File: src/lpc_regs.vh
`ifndef LPC_REGS_VH
`define LPC_REGS_VH
// ----------------------------------------
// register map
// ----------------------------------------
`define LPC_ADDR_PAIR_ONE   8'h00
`define LPC_ADDR_PAIR_TWO   8'h01
`define LPC_ADDR_PAIR_THREE 8'h02
`define LPC_ADDR_ON_OFF     8'h03
`define LPC_REG_RESET       8'h00
`define LPC_CODE_MSB        5
`define LPC_ON_OFF_MSB      5
// ----------------------------------------
// bus
// ----------------------------------------
`define LPC_SLAVE_ADDR      7'h66
// ----------------------------------------
// timing
// ----------------------------------------
`define LPC_CLK_HZ          20000000
`define LPC_PUMP_DELAY_US   400
// divide first: the product of the two would overflow 32 bits
`define LPC_PUMP_DELAY_CYC  (`LPC_PUMP_DELAY_US * (`LPC_CLK_HZ / 1000000))
`endif

File: src/lpc_i2c_slave.v
`default_nettype none
module lpc_i2c_slave (
    input  wire       ref_clk_i,
    input  wire       rst_i,
    input  wire       scl_i,
    input  wire       sda_i,
    output reg        sda_oe_n_o,
    output reg        wr_stb_o,
    output reg  [7:0] wr_addr_o,
    output reg  [7:0] wr_data_o,
    output wire [7:0] rd_addr_o,
    input  wire [7:0] rd_data_i
);
`include "lpc_regs.vh"
    // ----------------------------------------
    // states
    // ----------------------------------------
    localparam [2:0] ST_IDLE = 3'd0;
    localparam [2:0] ST_DEV  = 3'd1;
    localparam [2:0] ST_REG  = 3'd2;
    localparam [2:0] ST_WDAT = 3'd3;
    localparam [2:0] ST_RDAT = 3'd4;
    localparam [2:0] ST_MACK = 3'd5;

    reg  [1:0] scl_s_q;
    reg  [1:0] sda_s_q;
    reg        scl_q;
    reg        sda_q;
    reg  [2:0] st_q;
    reg  [3:0] bit_q;
    reg  [7:0] sh_q;
    reg        ack_q;
    reg  [7:0] ptr_q;

    wire scl_rise = scl_s_q[1] & ~scl_q;
    wire scl_fall = ~scl_s_q[1] & scl_q;
    wire start_c  = scl_s_q[1] & scl_q & sda_q & ~sda_s_q[1];
    wire stop_c   = scl_s_q[1] & scl_q & ~sda_q & sda_s_q[1];
    wire [7:0] sh_in = {sh_q[6:0], sda_s_q[1]};

    assign rd_addr_o = ptr_q;

    always @(posedge ref_clk_i) begin
        scl_s_q <= {scl_s_q[0], scl_i};
        sda_s_q <= {sda_s_q[0], sda_i};
        scl_q   <= scl_s_q[1];
        sda_q   <= sda_s_q[1];
        wr_stb_o <= 1'b0;
        if (rst_i) begin
            st_q       <= ST_IDLE;
            bit_q      <= 4'd0;
            sh_q       <= 8'h00;
            ack_q      <= 1'b0;
            ptr_q      <= 8'h00;
            sda_oe_n_o <= 1'b1;
            wr_addr_o  <= 8'h00;
            wr_data_o  <= 8'h00;
        end else if (start_c) begin
            st_q       <= ST_DEV;
            bit_q      <= 4'd0;
            ack_q      <= 1'b0;
            sda_oe_n_o <= 1'b1;
        end else if (stop_c) begin
            st_q       <= ST_IDLE;
            sda_oe_n_o <= 1'b1;
        end else if (st_q != ST_IDLE) begin
            if (scl_rise && !ack_q) begin
                sh_q  <= sh_in;
                bit_q <= bit_q + 4'd1;
            end else if (scl_rise && ack_q && st_q == ST_MACK) begin
                // master nack ends the read burst
                if (sda_s_q[1])
                    st_q <= ST_IDLE;
                else
                    st_q <= ST_RDAT;
            end
            if (scl_fall) begin
                if (ack_q) begin
                    ack_q      <= 1'b0;
                    bit_q      <= 4'd0;
                    sda_oe_n_o <= 1'b1;
                    if (st_q == ST_RDAT) begin
                        sh_q       <= rd_data_i;
                        sda_oe_n_o <= rd_data_i[7];
                    end
                end else if (bit_q == 4'd8) begin
                    ack_q <= 1'b1;
                    case (st_q)
                    ST_DEV: begin
                        if (sh_q[7:1] == `LPC_SLAVE_ADDR) begin
                            sda_oe_n_o <= 1'b0;
                            st_q       <= sh_q[0] ? ST_RDAT : ST_REG;
                        end else begin
                            st_q <= ST_IDLE;
                        end
                    end
                    ST_REG: begin
                        sda_oe_n_o <= 1'b0;
                        ptr_q      <= sh_q;
                        st_q       <= ST_WDAT;
                    end
                    ST_WDAT: begin
                        sda_oe_n_o <= 1'b0;
                        wr_stb_o   <= 1'b1;
                        wr_addr_o  <= ptr_q;
                        wr_data_o  <= sh_q;
                        ptr_q      <= ptr_q + 8'd1;
                    end
                    ST_RDAT: begin
                        sda_oe_n_o <= 1'b1;
                        ptr_q      <= ptr_q + 8'd1;
                        st_q       <= ST_MACK;
                    end
                    default: st_q <= ST_IDLE;
                    endcase
                end else if (st_q == ST_RDAT) begin
                    // shifter moves on every rise, next bit sits at the top
                    sda_oe_n_o <= sh_q[7];
                end
            end
        end
    end
endmodule
`default_nettype wire

File: src/lpc_led_ctrl.v
// Behaviour
// - four 8-bit registers at addresses 0..3
// - address 0 sets pair one current
// - address 1 sets pair two current
// - address 2 sets pair three current
// - on/off bits 0..5, one per sink
// - all registers writable and readable over bus
// - enable low: shutdown, currents zero
// - shutdown puts all sinks high-impedance
// - supply low lockout disables every sink
// - sequence starts in 1x pump mode
// - stay 1x while regulation sufficient
// - switch to 1.5x after 400 us
// - restart on power-up, enable, on/off write
// - low six bits code, upper ignored
// - answers only to address 1100110
// - write: address, register, data, acks
`default_nettype none
`include "lpc_regs.vh"
module lpc_led_ctrl #(
    parameter integer PUMP_DELAY_CYC = `LPC_PUMP_DELAY_CYC
) (
    input  wire       ref_clk_i,
    input  wire       rst_i,
    input  wire       scl_i,
    input  wire       sda_i,
    output reg        sda_oe_n_o,
    input  wire       enable_i,
    input  wire       supply_low_lockout_i,
    input  wire       regulation_ok_i,
    output reg  [5:0] pair_one_code_o,
    output reg  [5:0] pair_two_code_o,
    output reg  [5:0] pair_three_code_o,
    output reg  [5:0] sink_on_o,
    output reg  [5:0] sink_hiz_o,
    output reg        pump_1p5x_o
);
    // ----------------------------------------
    // input synchronisers
    // ----------------------------------------
    reg  [1:0] en_s_q;
    reg  [1:0] uv_s_q;
    reg  [1:0] reg_s_q;
    reg        en_d_q;
    always @(posedge ref_clk_i) begin
        en_s_q  <= {en_s_q[0], enable_i};
        uv_s_q  <= {uv_s_q[0], supply_low_lockout_i};
        reg_s_q <= {reg_s_q[0], regulation_ok_i};
        en_d_q  <= rst_i ? 1'b0 : en_s_q[1];
    end
    wire en_on   = en_s_q[1];
    wire en_rise = en_s_q[1] & ~en_d_q;

    // ----------------------------------------
    // bus slave
    // ----------------------------------------
    wire       sda_oe_n;
    wire       wr_stb;
    wire [7:0] wr_addr;
    wire [7:0] wr_data;
    wire [7:0] rd_addr;
    reg  [7:0] rd_data;
    // bus held idle in shutdown
    wire       bus_rst = rst_i | ~en_on;

    lpc_i2c_slave u_slave (
        .ref_clk_i  (ref_clk_i),
        .rst_i      (bus_rst),
        .scl_i      (scl_i),
        .sda_i      (sda_i),
        .sda_oe_n_o (sda_oe_n),
        .wr_stb_o   (wr_stb),
        .wr_addr_o  (wr_addr),
        .wr_data_o  (wr_data),
        .rd_addr_o  (rd_addr),
        .rd_data_i  (rd_data)
    );

    // ----------------------------------------
    // registers
    // ----------------------------------------
    reg [7:0] pair_one_current_q;
    reg [7:0] pair_two_current_q;
    reg [7:0] pair_three_current_q;
    reg [7:0] channel_on_off_q;
    reg [7:0] pair_one_current_d;
    reg [7:0] pair_two_current_d;
    reg [7:0] pair_three_current_d;
    reg [7:0] channel_on_off_d;

    always @* begin
        pair_one_current_d   = pair_one_current_q;
        pair_two_current_d   = pair_two_current_q;
        pair_three_current_d = pair_three_current_q;
        channel_on_off_d     = channel_on_off_q;
        if (wr_stb) begin
            case (wr_addr)
            `LPC_ADDR_PAIR_ONE:   pair_one_current_d   = wr_data;
            `LPC_ADDR_PAIR_TWO:   pair_two_current_d   = wr_data;
            `LPC_ADDR_PAIR_THREE: pair_three_current_d = wr_data;
            `LPC_ADDR_ON_OFF:     channel_on_off_d     = wr_data;
            // unknown addresses are acked but change nothing
            default: ;
            endcase
        end
    end

    always @(posedge ref_clk_i) begin
        if (rst_i || !en_on) begin
            pair_one_current_q   <= `LPC_REG_RESET;
            pair_two_current_q   <= `LPC_REG_RESET;
            pair_three_current_q <= `LPC_REG_RESET;
            channel_on_off_q     <= `LPC_REG_RESET;
        end else begin
            pair_one_current_q   <= pair_one_current_d;
            pair_two_current_q   <= pair_two_current_d;
            pair_three_current_q <= pair_three_current_d;
            channel_on_off_q     <= channel_on_off_d;
        end
    end

    always @* begin
        case (rd_addr)
        `LPC_ADDR_PAIR_ONE:   rd_data = pair_one_current_q;
        `LPC_ADDR_PAIR_TWO:   rd_data = pair_two_current_q;
        `LPC_ADDR_PAIR_THREE: rd_data = pair_three_current_q;
        `LPC_ADDR_ON_OFF:     rd_data = channel_on_off_q;
        default:              rd_data = 8'h00;
        endcase
    end

    wire onoff_wr = wr_stb && (wr_addr == `LPC_ADDR_ON_OFF);

    // ----------------------------------------
    // pump mode sequencer
    // ----------------------------------------
    localparam [1:0] PM_1X   = 2'd0;
    localparam [1:0] PM_WAIT = 2'd1;
    localparam [1:0] PM_1P5X = 2'd2;
    // last count before the switch; entry and output take the other two
    localparam [15:0] DLY_LAST = PUMP_DELAY_CYC[15:0] - 16'd2;
    reg  [1:0]  pm_q;
    reg  [1:0]  pm_d;
    reg  [15:0] dly_q;
    reg  [15:0] dly_d;
    wire        reg_ok = reg_s_q[1];
    // power-up seen through rst_i; restart also on enable rise / on/off write
    wire restart = rst_i | ~en_on | en_rise | onoff_wr;

    always @* begin
        pm_d  = pm_q;
        dly_d = dly_q;
        if (restart) begin
            pm_d  = PM_1X;
            dly_d = 16'd0;
        end else begin
            case (pm_q)
            PM_1X: begin
                dly_d = 16'd0;
                if (!reg_ok)
                    pm_d = PM_WAIT;
            end
            PM_WAIT: begin
                if (reg_ok) begin
                    pm_d = PM_1X;
                end else if (dly_q == DLY_LAST) begin
                    pm_d = PM_1P5X;
                end else begin
                    dly_d = dly_q + 16'd1;
                end
            end
            // only a restart brings the pump back to 1x
            PM_1P5X: pm_d = PM_1P5X;
            default: pm_d = PM_1X;
            endcase
        end
    end

    always @(posedge ref_clk_i) begin
        pm_q  <= pm_d;
        dly_q <= dly_d;
    end

    // ----------------------------------------
    // helpers
    // ----------------------------------------
    // upper two bits of a current register carry no meaning
    function [5:0] code_field;
        input [7:0] r;
        begin
            code_field = r[`LPC_CODE_MSB:0];
        end
    endfunction

    // ----------------------------------------
    // outputs
    // ----------------------------------------
    always @(posedge ref_clk_i) begin
        if (rst_i) begin
            sda_oe_n_o        <= 1'b1;
            pair_one_code_o   <= 6'd0;
            pair_two_code_o   <= 6'd0;
            pair_three_code_o <= 6'd0;
            sink_on_o         <= 6'd0;
            sink_hiz_o        <= 6'h3f;
            pump_1p5x_o       <= 1'b0;
        end else begin
            sda_oe_n_o        <= sda_oe_n;
            pair_one_code_o   <= code_field(pair_one_current_q);
            pair_two_code_o   <= code_field(pair_two_current_q);
            pair_three_code_o <= code_field(pair_three_current_q);
            if (!en_on || uv_s_q[1])
                sink_on_o <= 6'd0;
            else
                sink_on_o <= channel_on_off_q[`LPC_ON_OFF_MSB:0];
            sink_hiz_o  <= en_on ? 6'h00 : 6'h3f;
            pump_1p5x_o <= (pm_q == PM_1P5X);
        end
    end
endmodule
`default_nettype wire

File: config.mk
export PLATFORM = sky130hd
export DESIGN_NAME = lpc_led_ctrl
export DESIGN_NICKNAME = d
export VERILOG_FILES = /design/src/lpc_i2c_slave.v /design/src/lpc_led_ctrl.v
export VERILOG_INCLUDE_DIRS = /design/src
export SDC_FILE = /design/constraint.sdc
export NUM_CORES = 1
export LEC_CHECK = 0
export ABC_AREA = 0
export ABC_CLOCK_PERIOD_IN_PS = 1700
export BUFFER_PORTS_ARGS = -buffer_cell sky130_fd_sc_hd__buf_2
export CORE_AREA = 2 2 132 134
export DETAILED_ROUTE_END_ITERATION = 8
export DIE_AREA = 0 0 134 136
export SETUP_SLACK_MARGIN = 0.3
export SLEW_MARGIN = 10
export SYNTH_ARGS = -nofsm -noshare
export SYNTH_HDL_FRONTEND = slang
export SYNTH_SLANG_ARGS = --single-unit
export TNS_END_PERCENT = 20
File: constraint.sdc
create_clock -name ref_clk_i -period 1.7 [get_ports ref_clk_i]
set_input_delay 0.085 -clock ref_clk_i [delete_from_list [all_inputs] [get_ports ref_clk_i]]
set_output_delay 0.085 -clock ref_clk_i [all_outputs]
set_load 0.1 [all_outputs]
==> metrics.csv, run 1 <==
metric;value;unit
gp_congestion;0.895;
period_share;1.06;
grt_pass1_vias;4824;
setup_viol;12;
endpoint_kind;register;
yosysTopAreaCell;dfxtp_1;
violations;setup timing;
drc;0;
finalInstanceArea;7790;um^2
fin_tns_setup;-0.517;ns
crit_fanout;5;
die_h;136;um
grt_start_max_net_pins;61;
wl_per_cell;15.6;um
dp_hpwl;9770;um
fin_crit;1.80;ns
rsz0062_at_grt;true;
grt_remaining_overflow;0;
criticalPathCategory;register to register;
cp.required;2.00;ns
io_pins;39;
power_leakage;3.06;nW
drive_above_1_share;0.323;
layout_setup_ws;-0.100;ns
fin_cells;934;
multi_input_area;3250;um^2
synthArstFlopShare;0;
cts_buffers;17;
r2r-start;dly_q[7]$_SDFFE_PP0P_;
grt_usage;0.164;
ys_seq_area_frac;0.460;
rows;48;
dpl-instance-area;6580;um^2
max_freq;555;MHz
ff_latch_area;2670;um^2
timing.final.hold_violations;0;
synth_warnings;0;
synthTopCellsByArea;dfxtp_1 (46%), mux2i_1 (10%), nor2_1 (4.6%);
tritoncts;built;
grt_first_pass_wirelength;24000;um
cts_root_buf;clkbuf_16;
drv_cap;0;
antenna_found_initial;0;
layout.nets;712;
diodes;0;
min_path_type;input pin to register;
die_x;134;um
avgSynthCellArea;9.58;um^2
hold_start;rst_i;
synth_seq_cells;132;
htree_num_levels;4;
synth-edff-count;0;
crit_start;dly_q[7]$_SDFFE_PP0P_;
status;finished with violations;
start_kind;register;
cts.sinks;132;
clk_latency;0.42;ns
core_region_area;16900;um^2
synth_flop_cell;dfxtp_1;
dp_cells;888;
drt-pass1-iter-count;5;
relSlewSlack;0.656;
die_area;18200;um^2
timing.hold.ws;0.0824;ns
p_total;7.15;mW
power.density;917;nW/um^2
start_util;0.340;
dr.first_iter.drc_count;234;
synth_nets;614;
worst_slew_pin_slew;0.503;ns
viasPerCell;5.25;
max-clock-path-buffers;2;
syn_to_final_growth;35.8;%
synth_top_area_share;0.460;
fillers;1544;
synthCells;599;
path_clk_slew;0.06;ns
syn_area;5740;um^2
yosysUniqueCellTypes;63;
slew_viol_final;0;
routed_wl;14600;um
ant_nets;0;
critPathArrivalTime;2.10;ns
port_buffers;38;
vias;4907;
skew;0.0104;ns
ir_drop;0.687;mV
==> registers in the layout, indices dropped and copies added, names as in the netlist, 8 cells and up <==
| name | cells |
|---|---|
| channel_on_off_q | 8 |
| u_slave.sh_q | 8 |
| pair_one_current_q | 8 |
| dly_q | 16 |
| u_slave.wr_addr_o | 8 |
| pair_two_current_q | 8 |
| u_slave.wr_data_o | 8 |
| u_slave.rd_addr_o | 8 |
| pair_three_current_q | 8 |
==> synthesized netlist by cell type (all sizes together), types with 7 or more instances <==
cell type	count
mux2i	58
ha	8
a22o	16
buf	16
nand3b	12
nor2	71
clkbuf	27
a21oi	31
nand2	23
nand2b	8
a211oi	7
dfxtp	132
nor2b	22
o21ai	17
o221a	7
and3	8
nand3	24
o211ai	11
a2111oi	7
inv	10
==> final cells by class <==
| cell class | instances | area share |
|---|---|---|
| Clock buffer | 18 | 0.0563 |
| Clock inverter | 13 | 0.0225 |
| Inverter | 11 | 0.00562 |
| Multi-Input combinational cell | 413 | 0.417 |
| Sequential cell | 132 | 0.342 |
| Tap cell | 225 | 0.0361 |
| Timing Repair Buffer | 122 | 0.121 |
==> worst max-delay path, cell delays in order, from the launching register on <==
cell	delay [ns]
dfxtp_2	0.33
or4b_4	0.54
o41ai_4	0.34
buf_6	0.19
mux2i_1	0.19
o21ai_1	0.09
==> final timing paths <==
path                           endpoint  slack (ns)  depth (start not counted)
setup / recovery  dly_q[0]$_SDFFE_PP0P_       -0.10                          5
hold reg to reg      reg_s_q[1]$_DFF_P_        0.33                          0
hold / removal        en_d_q$_SDFF_PP0_        0.08                          3
setup reg to reg  dly_q[0]$_SDFFE_PP0P_       -0.10                          5
==> where the power goes <==
part	internal (mW)	switching [mW]
combinational	0.0673	0.159
clock	2.36	1.44
sequential	3.11	0.0174
==> per-stage QoR <==
| stage | worst slack (ns) | util |
|---|---|---|
| after floorplan | -0.138 | - |
| after global placement | -0.193 | 0.390 |
| after detailed placement | -0.204 | 0.390 |
| after CTS | -0.0725 | 0.454 |
| after global routing | -0.158 | 0.462 |
| final | -0.100 | 0.462 |
==> what timing repair did <==
item | in CTS | in global routing
hold endpoints to repair | 5 | 0
resized for setup | 84 | 36
pin swaps | 86 | 51
setup endpoints to repair | 98 | 98
buffers inserted | 4 | 3
gates cloned | 3 | 0
hold buffers | 5 | 0
==> per-layer routing <==
layer	routed length [um]	global-route usage
met1	6350	0.201
met2	7390	0.280
met3	607	0.0444
met4	226	0.0508
met5	0	0
==> placed cells by master (no fill, tap or decap), types with 4 or more instances in the layout <==
master,n
dfxtp_1,117
nor2_1,67
mux2i_1,57
buf_4,54
buf_2,40
a21oi_1,27
nand3_1,22
nand2_1,22
nor2b_1,20
buf_6,20
clkbuf_16,17
a22o_1,16
dfxtp_2,13
nand3b_1,12
o211ai_1,11
o21ai_1,9
and3_1,8
o21ai_0,8
nand2b_1,7
o221a_2,7
inv_1,6
xnor2_1,6
nand4_1,6
and2_1,6
ha_4,5
clkinv_4,5
dlygate4sd3_1,5
a21oi_2,4
a2bb2oi_1,4
or4_1,4
a211oi_1,4
==> cells by family after synthesis <==
logic type / synth area share
adder cells (fa/ha/maj): 0.0174
buffers and inverters: 0.0438
AO/OA/AOI/OAI: 0.162
XOR/XNOR: 0.0107
flip-flops: 0.460
multiplexers: 0.101
AND/OR/NAND/NOR: 0.205
(Power assumes the default switching activity.)
==> run 2: changes to the inputs <==
Settings changed: CORE_AREA 2 2 132 134 to 2 2 123 125, DIE_AREA 0 0 134 136 to 0 0 125 127, SYNTH_HIERARCHICAL set to 1.
==> run 2 against run 1 <==
The run still ends with setup timing left. Core utilization grew 11 points. Synthesized cell count shrank 3.3%. Design area grew 5.7%. Via count grew 1.7%.
==> metrics.csv, run 2 <==
metric;value;unit
status;finished with violations;
violations;setup timing;
synth_flop_cell;dfxtp_1;
cp.required;1.99;ns
dpl-instance-area;6600;um^2
syn_area;5670;um^2
critPathArrivalTime;2.12;ns
final_cell_mix;dfxtp_1 (118), buf_4 (82), nor2_1 (67), mux2i_1 (53), buf_2 (32);
synth_warnings;6;
cts_buffers;17;
fin_cells;912;
multi_input_area;3500;um^2
die_area;15900;um^2
core_region_area;14400;um^2
layout_setup_ws;-0.134;ns
gp_congestion;0.848;
synth_top_area_share;0.466;
worst_slew_pin_slew;0.502;ns
vias;4988;
power_leakage;3.11;nW
final_util;0.571;
start_util;0.393;
yosysUniqueCellTypes;67;
io_pins;39;
antenna_found_initial;0;
setup_viol;9;
criticalPathCategory;register to register;
endpoint_kind;register;
fillers;1181;
max-clock-path-buffers;2;
ir_drop;1.01;mV
crit_fanout;5;
timing.final.hold_violations;0;
skew;0.00823;ns
dp_cells;848;
routed_wl;16100;um
slowest_delay;0.35;ns
drive_above_1_share;0.434;
clk_latency;0.41;ns
slowest_stage;dfxtp_4;
drv_cap;0;
synthCells;579;
ys_top_cells_by_count;dfxtp_1 (132), nor2_1 (75), mux2i_1 (56);
period_share;1.08;
synth-edff-count;0;
slew_viol_final;0;
die_x;125;um
rows;44;
fin_crit;1.83;ns
drt-pass1-iter-count;5;
grt_remaining_overflow;0;
path_clk_slew;0.06;ns
synth_nets;591;
finalInstanceArea;8240;um^2
yosysTopAreaCell;dfxtp_1;
cts_root_buf;clkbuf_16;
synthTopCellsByArea;dfxtp_1 (47%), mux2i_1 (9.9%), nor2_1 (5.0%);
regMostFlops;dly_q;
cts.sinks;132;
dp_hpwl;9920;um
dr.first_iter.drc_count;399;
yosysMostFrequentCell;dfxtp_1;
ant_nets;0;
ff_latch_area;2680;um^2
largest_reg_flops;16;
relSlewSlack;0.667;
tritoncts;built;
crit_top_cell;buf_4;
start_kind;register;
synth_seq_cells;132;
die_h;127;um
synthArstFlopShare;0;
layout.nets;727;
rrSetupSlack;-0.13;ns
ys_seq_area_frac;0.466;
port_buffers;38;
htree_num_levels;4;
max_freq;545;MHz
grt_first_pass_wirelength;25300;um
drc;0;
rsz0062_at_grt;true;
viasPerCell;5.47;
syn_to_final_growth;45.3;%
diodes;0;
final_common_cell;dfxtp_1;
cp_cell_sequence;inv_4, ha_4, nor4b_4, nand4_1, buf_4, buf_4, nor2_1, nor3_1;
grt_start_max_net_pins;26;
power.density;838;nW/um^2
grt_pass1_vias;4986;
timing.hold.ws;0.0276;ns
avgSynthCellArea;9.80;um^2
wl_per_cell;17.7;um
grt_usage;0.196;
min_path_type;input pin to register;
-- run 2: cell types whose count changed after synthesis, moves of 6 or more --
cell / before / now
nand2_1: 23 / 30
and2_1: 6 / 14
mux4_2: 0 / 8
a311oi_1: 2 / 8
clkbuf_1: 27 / 15
o211ai_1: 11 / 0
o221a_2: 7 / 0
a21oi_1: 31 / 20
nand3b_1: 12 / 6
a2111oi_0: 6 / 0
a22o_1: 16 / 0
-- run 2: cell families after synthesis --
kind of cell / synth area share
AND/OR/NAND/NOR: 0.220
flip-flops: 0.466
AO/OA/AOI/OAI: 0.123
multiplexers: 0.131
buffers and inverters: 0.0439
adder cells (fa/ha/maj): 0.0110
XOR/XNOR: 0.00618
-- run 2: power breakdown --
| part | leakage [nW] | internal, mW | switching, mW |
|---|---|---|---|
| sequential | 1.08 | 3.10 | 0.0137 |
| clock | 0.274 | 2.11 | 1.42 |
| combinational | 1.76 | 0.0883 | 0.181 |
-- run 2: cell type report --
cell class	instances	share of cell area
Multi-Input combinational cell	399	0.425
Sequential cell	132	0.325
Timing Repair Buffer	149	0.145
Clock buffer	19	0.0549
Tap cell	184	0.0279
Clock inverter	13	0.0152
Inverter	16	0.00759
-- run 2: final timing paths --
path         cells past startpoint                   from                    to
max                              8  dly_q[0]$_SDFFE_PP0P_  pm_q[0]$_SDFFE_PP0P_
min                              3                  rst_i     en_d_q$_SDFF_PP0_
max reg2reg                      8  dly_q[0]$_SDFFE_PP0P_  pm_q[0]$_SDFFE_PP0P_
min reg2reg                      0      uv_s_q[0]$_DFF_P_     uv_s_q[1]$_DFF_P_
-- run 2: timing repair --
action	4_1_cts	5_1_grt
setup buffers	14	9
endpoints found under the setup margin	93	96
gates resized for setup	93	96
cloned	2	2
hold endpoints to repair	5	0
pin swaps	96	100
hold buffers	5	0
-- run 2: routing by layer --
layer	GRT usage	wire length [um]	vias to the layer above
met2	0.342	8580	132
met1	0.236	6630	2474
met5	0	0	-
met4	0.0719	309	0
met3	0.0461	590	26
li1	-	-	2356
-- run 2: critical path: cells and delay by family, from the launching register on --
kind	cells	cell delay, ns
DFF	1	0.35
buffers and inverters	3	0.41
and+or+nand+nor	4	0.81
adders and majority gates	1	0.12
-- run 2: per-stage QoR --
step,power [mW],setup WS [ns],setup TNS [ns]
floorplan,3.34,-0.0486,-0.161
global placement,3.39,-0.0276,-0.0575
detailed placement,3.40,-0.0770,-0.983
CTS,6.93,-0.0108,-0.0108
global route,7.13,-0.157,-1.23
finish,6.91,-0.134,-0.442
==> run 3: changes to the inputs <==
Settings changed: PLACE_DENSITY set to 0.7.
==> run 3 against run 2 <==
The flow still finishes with violations (setup timing). Non-clock buffer count is 15 lower. Design area is 5.1% lower. Global-route usage is 0.32 points lower. Flip-flop and latch count stayed put. Core utilization is 2.9 points lower. First-iteration DRC count is 7.0% higher. Final cell count is 1.6% lower. Critical path type unchanged.
==> metrics.csv, run 3 (same netlist as run 2, synthesis figures left out) <==
metric;value;unit
status;finished with violations;
violations;setup timing;
dp_hpwl;9490;um
drc;0;
clk_latency;0.41;ns
cp_cell_sequence;or3b_4, a211o_1, or3_1, a31oi_1;
path_clk_slew;0.06;ns
final_cell_mix;dfxtp_1 (119), nor2_1 (74), buf_4 (64), mux2i_1 (56), buf_2 (39);
dr.first_iter.drc_count;427;
ant_nets;0;
tritoncts;built;
min_path_type;input pin to register;
largest_reg_flops;16;
cts.sinks;132;
criticalPathCategory;register to register;
cp.required;2.03;ns
skew;0.0102;ns
critPathArrivalTime;2.07;ns
dp_slack;-0.134;ns
critical-path-top-delay-family;simple AND/OR/NAND/NOR gates;
vias;4971;
layout_setup_ws;-0.0391;ns
die_x;125;um
grt_pass1_vias;5015;
p_total;6.91;mW
relSlewSlack;0.670;
setup_viol;4;
grt_usage;0.193;
antenna_found_initial;0;
crit_fanout;6;
drt-pass1-iter-count;7;
regMostFlops;dly_q;
core_region_area;14400;um^2
cts_root_buf;clkbuf_16;
slew_viol_final;0;
die_area;15900;um^2
htree_num_levels;4;
die_h;127;um
port_buffers;38;
timing.hold.ws;0.0134;ns
diodes;0;
path_buf_inv;0;
multi_input_area;3210;um^2
period_share;1.02;
grt_remaining_overflow;0;
wl_per_cell;17.0;um
endpoint_kind;register;
max_freq;575;MHz
power.density;883;nW/um^2
timing.final.hold_violations;0;
slowest_stage;or3b_4;
viasPerCell;5.54;
layout.nets;712;
ff_latch_area;2670;um^2
fin_crit;1.74;ns
grt_start_max_net_pins;32;
syn_to_final_growth;37.9;%
grt_first_pass_wirelength;25000;um
rows;44;
drive_above_1_share;0.359;
drv_cap;0;
rsz0062_at_grt;true;
gp_congestion;0.905;
max-clock-path-buffers;2;
cts_buffers;17;
power_leakage;3.05;nW
start_util;0.393;
final_common_cell;dfxtp_1;
start_kind;register;
routed_wl;15300;um
worst_slew_pin_slew;0.498;ns
fillers;1210;
fin_tns_setup;-0.0827;ns
io_pins;39;
ir_drop;0.942;mV
slowest_delay;0.45;ns
-- run 3: changes by cell type in the layout (fill, tap and decap cells not counted), sizes merged --
cell and change:
inv +6, clkbuf -6, dlygate4sd3 +1, clkinvlp -4, buf -11, clkinv -1
-- run 3: power breakdown --
group	internal [mW]	switching [mW]	total [mW]
clock network	2.09	1.45	3.54
logic	0.0826	0.167	0.249
registers	3.11	0.0149	3.12
total	5.28	1.63	6.91
-- run 3: repair_timing --
item,CTS,global route
buffers inserted,17,0
cloned,5,0
endpoints found under the setup margin,91,98
resized for setup,110,12
endpoints found under the hold margin,8,0
pin swaps,86,44
hold buffers,6,0
-- run 3: per-stage QoR --
step / cell area [um^2] / util / cells
final: 7830 / 0.543 / 897
after global routing: 7830 / 0.543 / 897
after CTS: 7770 / 0.539 / 897
after detailed placement: 6530 / 0.452 / 837
after global placement: 6530 / 0.452 / 837
after floorplan: 5730 / - / 579
-- run 3: final timing paths --
kind / start / slack, ns / depth (start not counted) / end
max reg2reg: u_slave/st_q[0]$_SDFFE_PP0P_ / -0.04 / 4 / u_slave/rd_addr_o[0]$_SDFFE_PP0P_
max: u_slave/st_q[0]$_SDFFE_PP0P_ / -0.04 / 4 / u_slave/rd_addr_o[0]$_SDFFE_PP0P_
min: rst_i / 0.01 / 3 / en_d_q$_SDFF_PP0_
min reg2reg: reg_s_q[0]$_DFF_P_ / 0.33 / 0 / reg_s_q[1]$_DFF_P_
-- run 3: per-layer routing --
layer,track usage,part of all wire
met1,0.228,0.41
met2,0.342,0.51
met3,0.0436,0.053
met4,0.0725,0.021
met5,0,0
-- run 3: cell type report --
class,count,area share
timing repair buffer,134,0.137
clock buffer,18,0.0561
tap,184,0.0294
multi-input combinational,399,0.410
sequential,132,0.341
inverter,16,0.00799
clock inverter,14,0.0174
-- run 3: worst reg2reg max path: stages (launching register included) --
cell and delay [ns]:
dfxtp_4 0.37, or3b_4 0.45, a211o_1 0.34, or3_1 0.35, a31oi_1 0.15
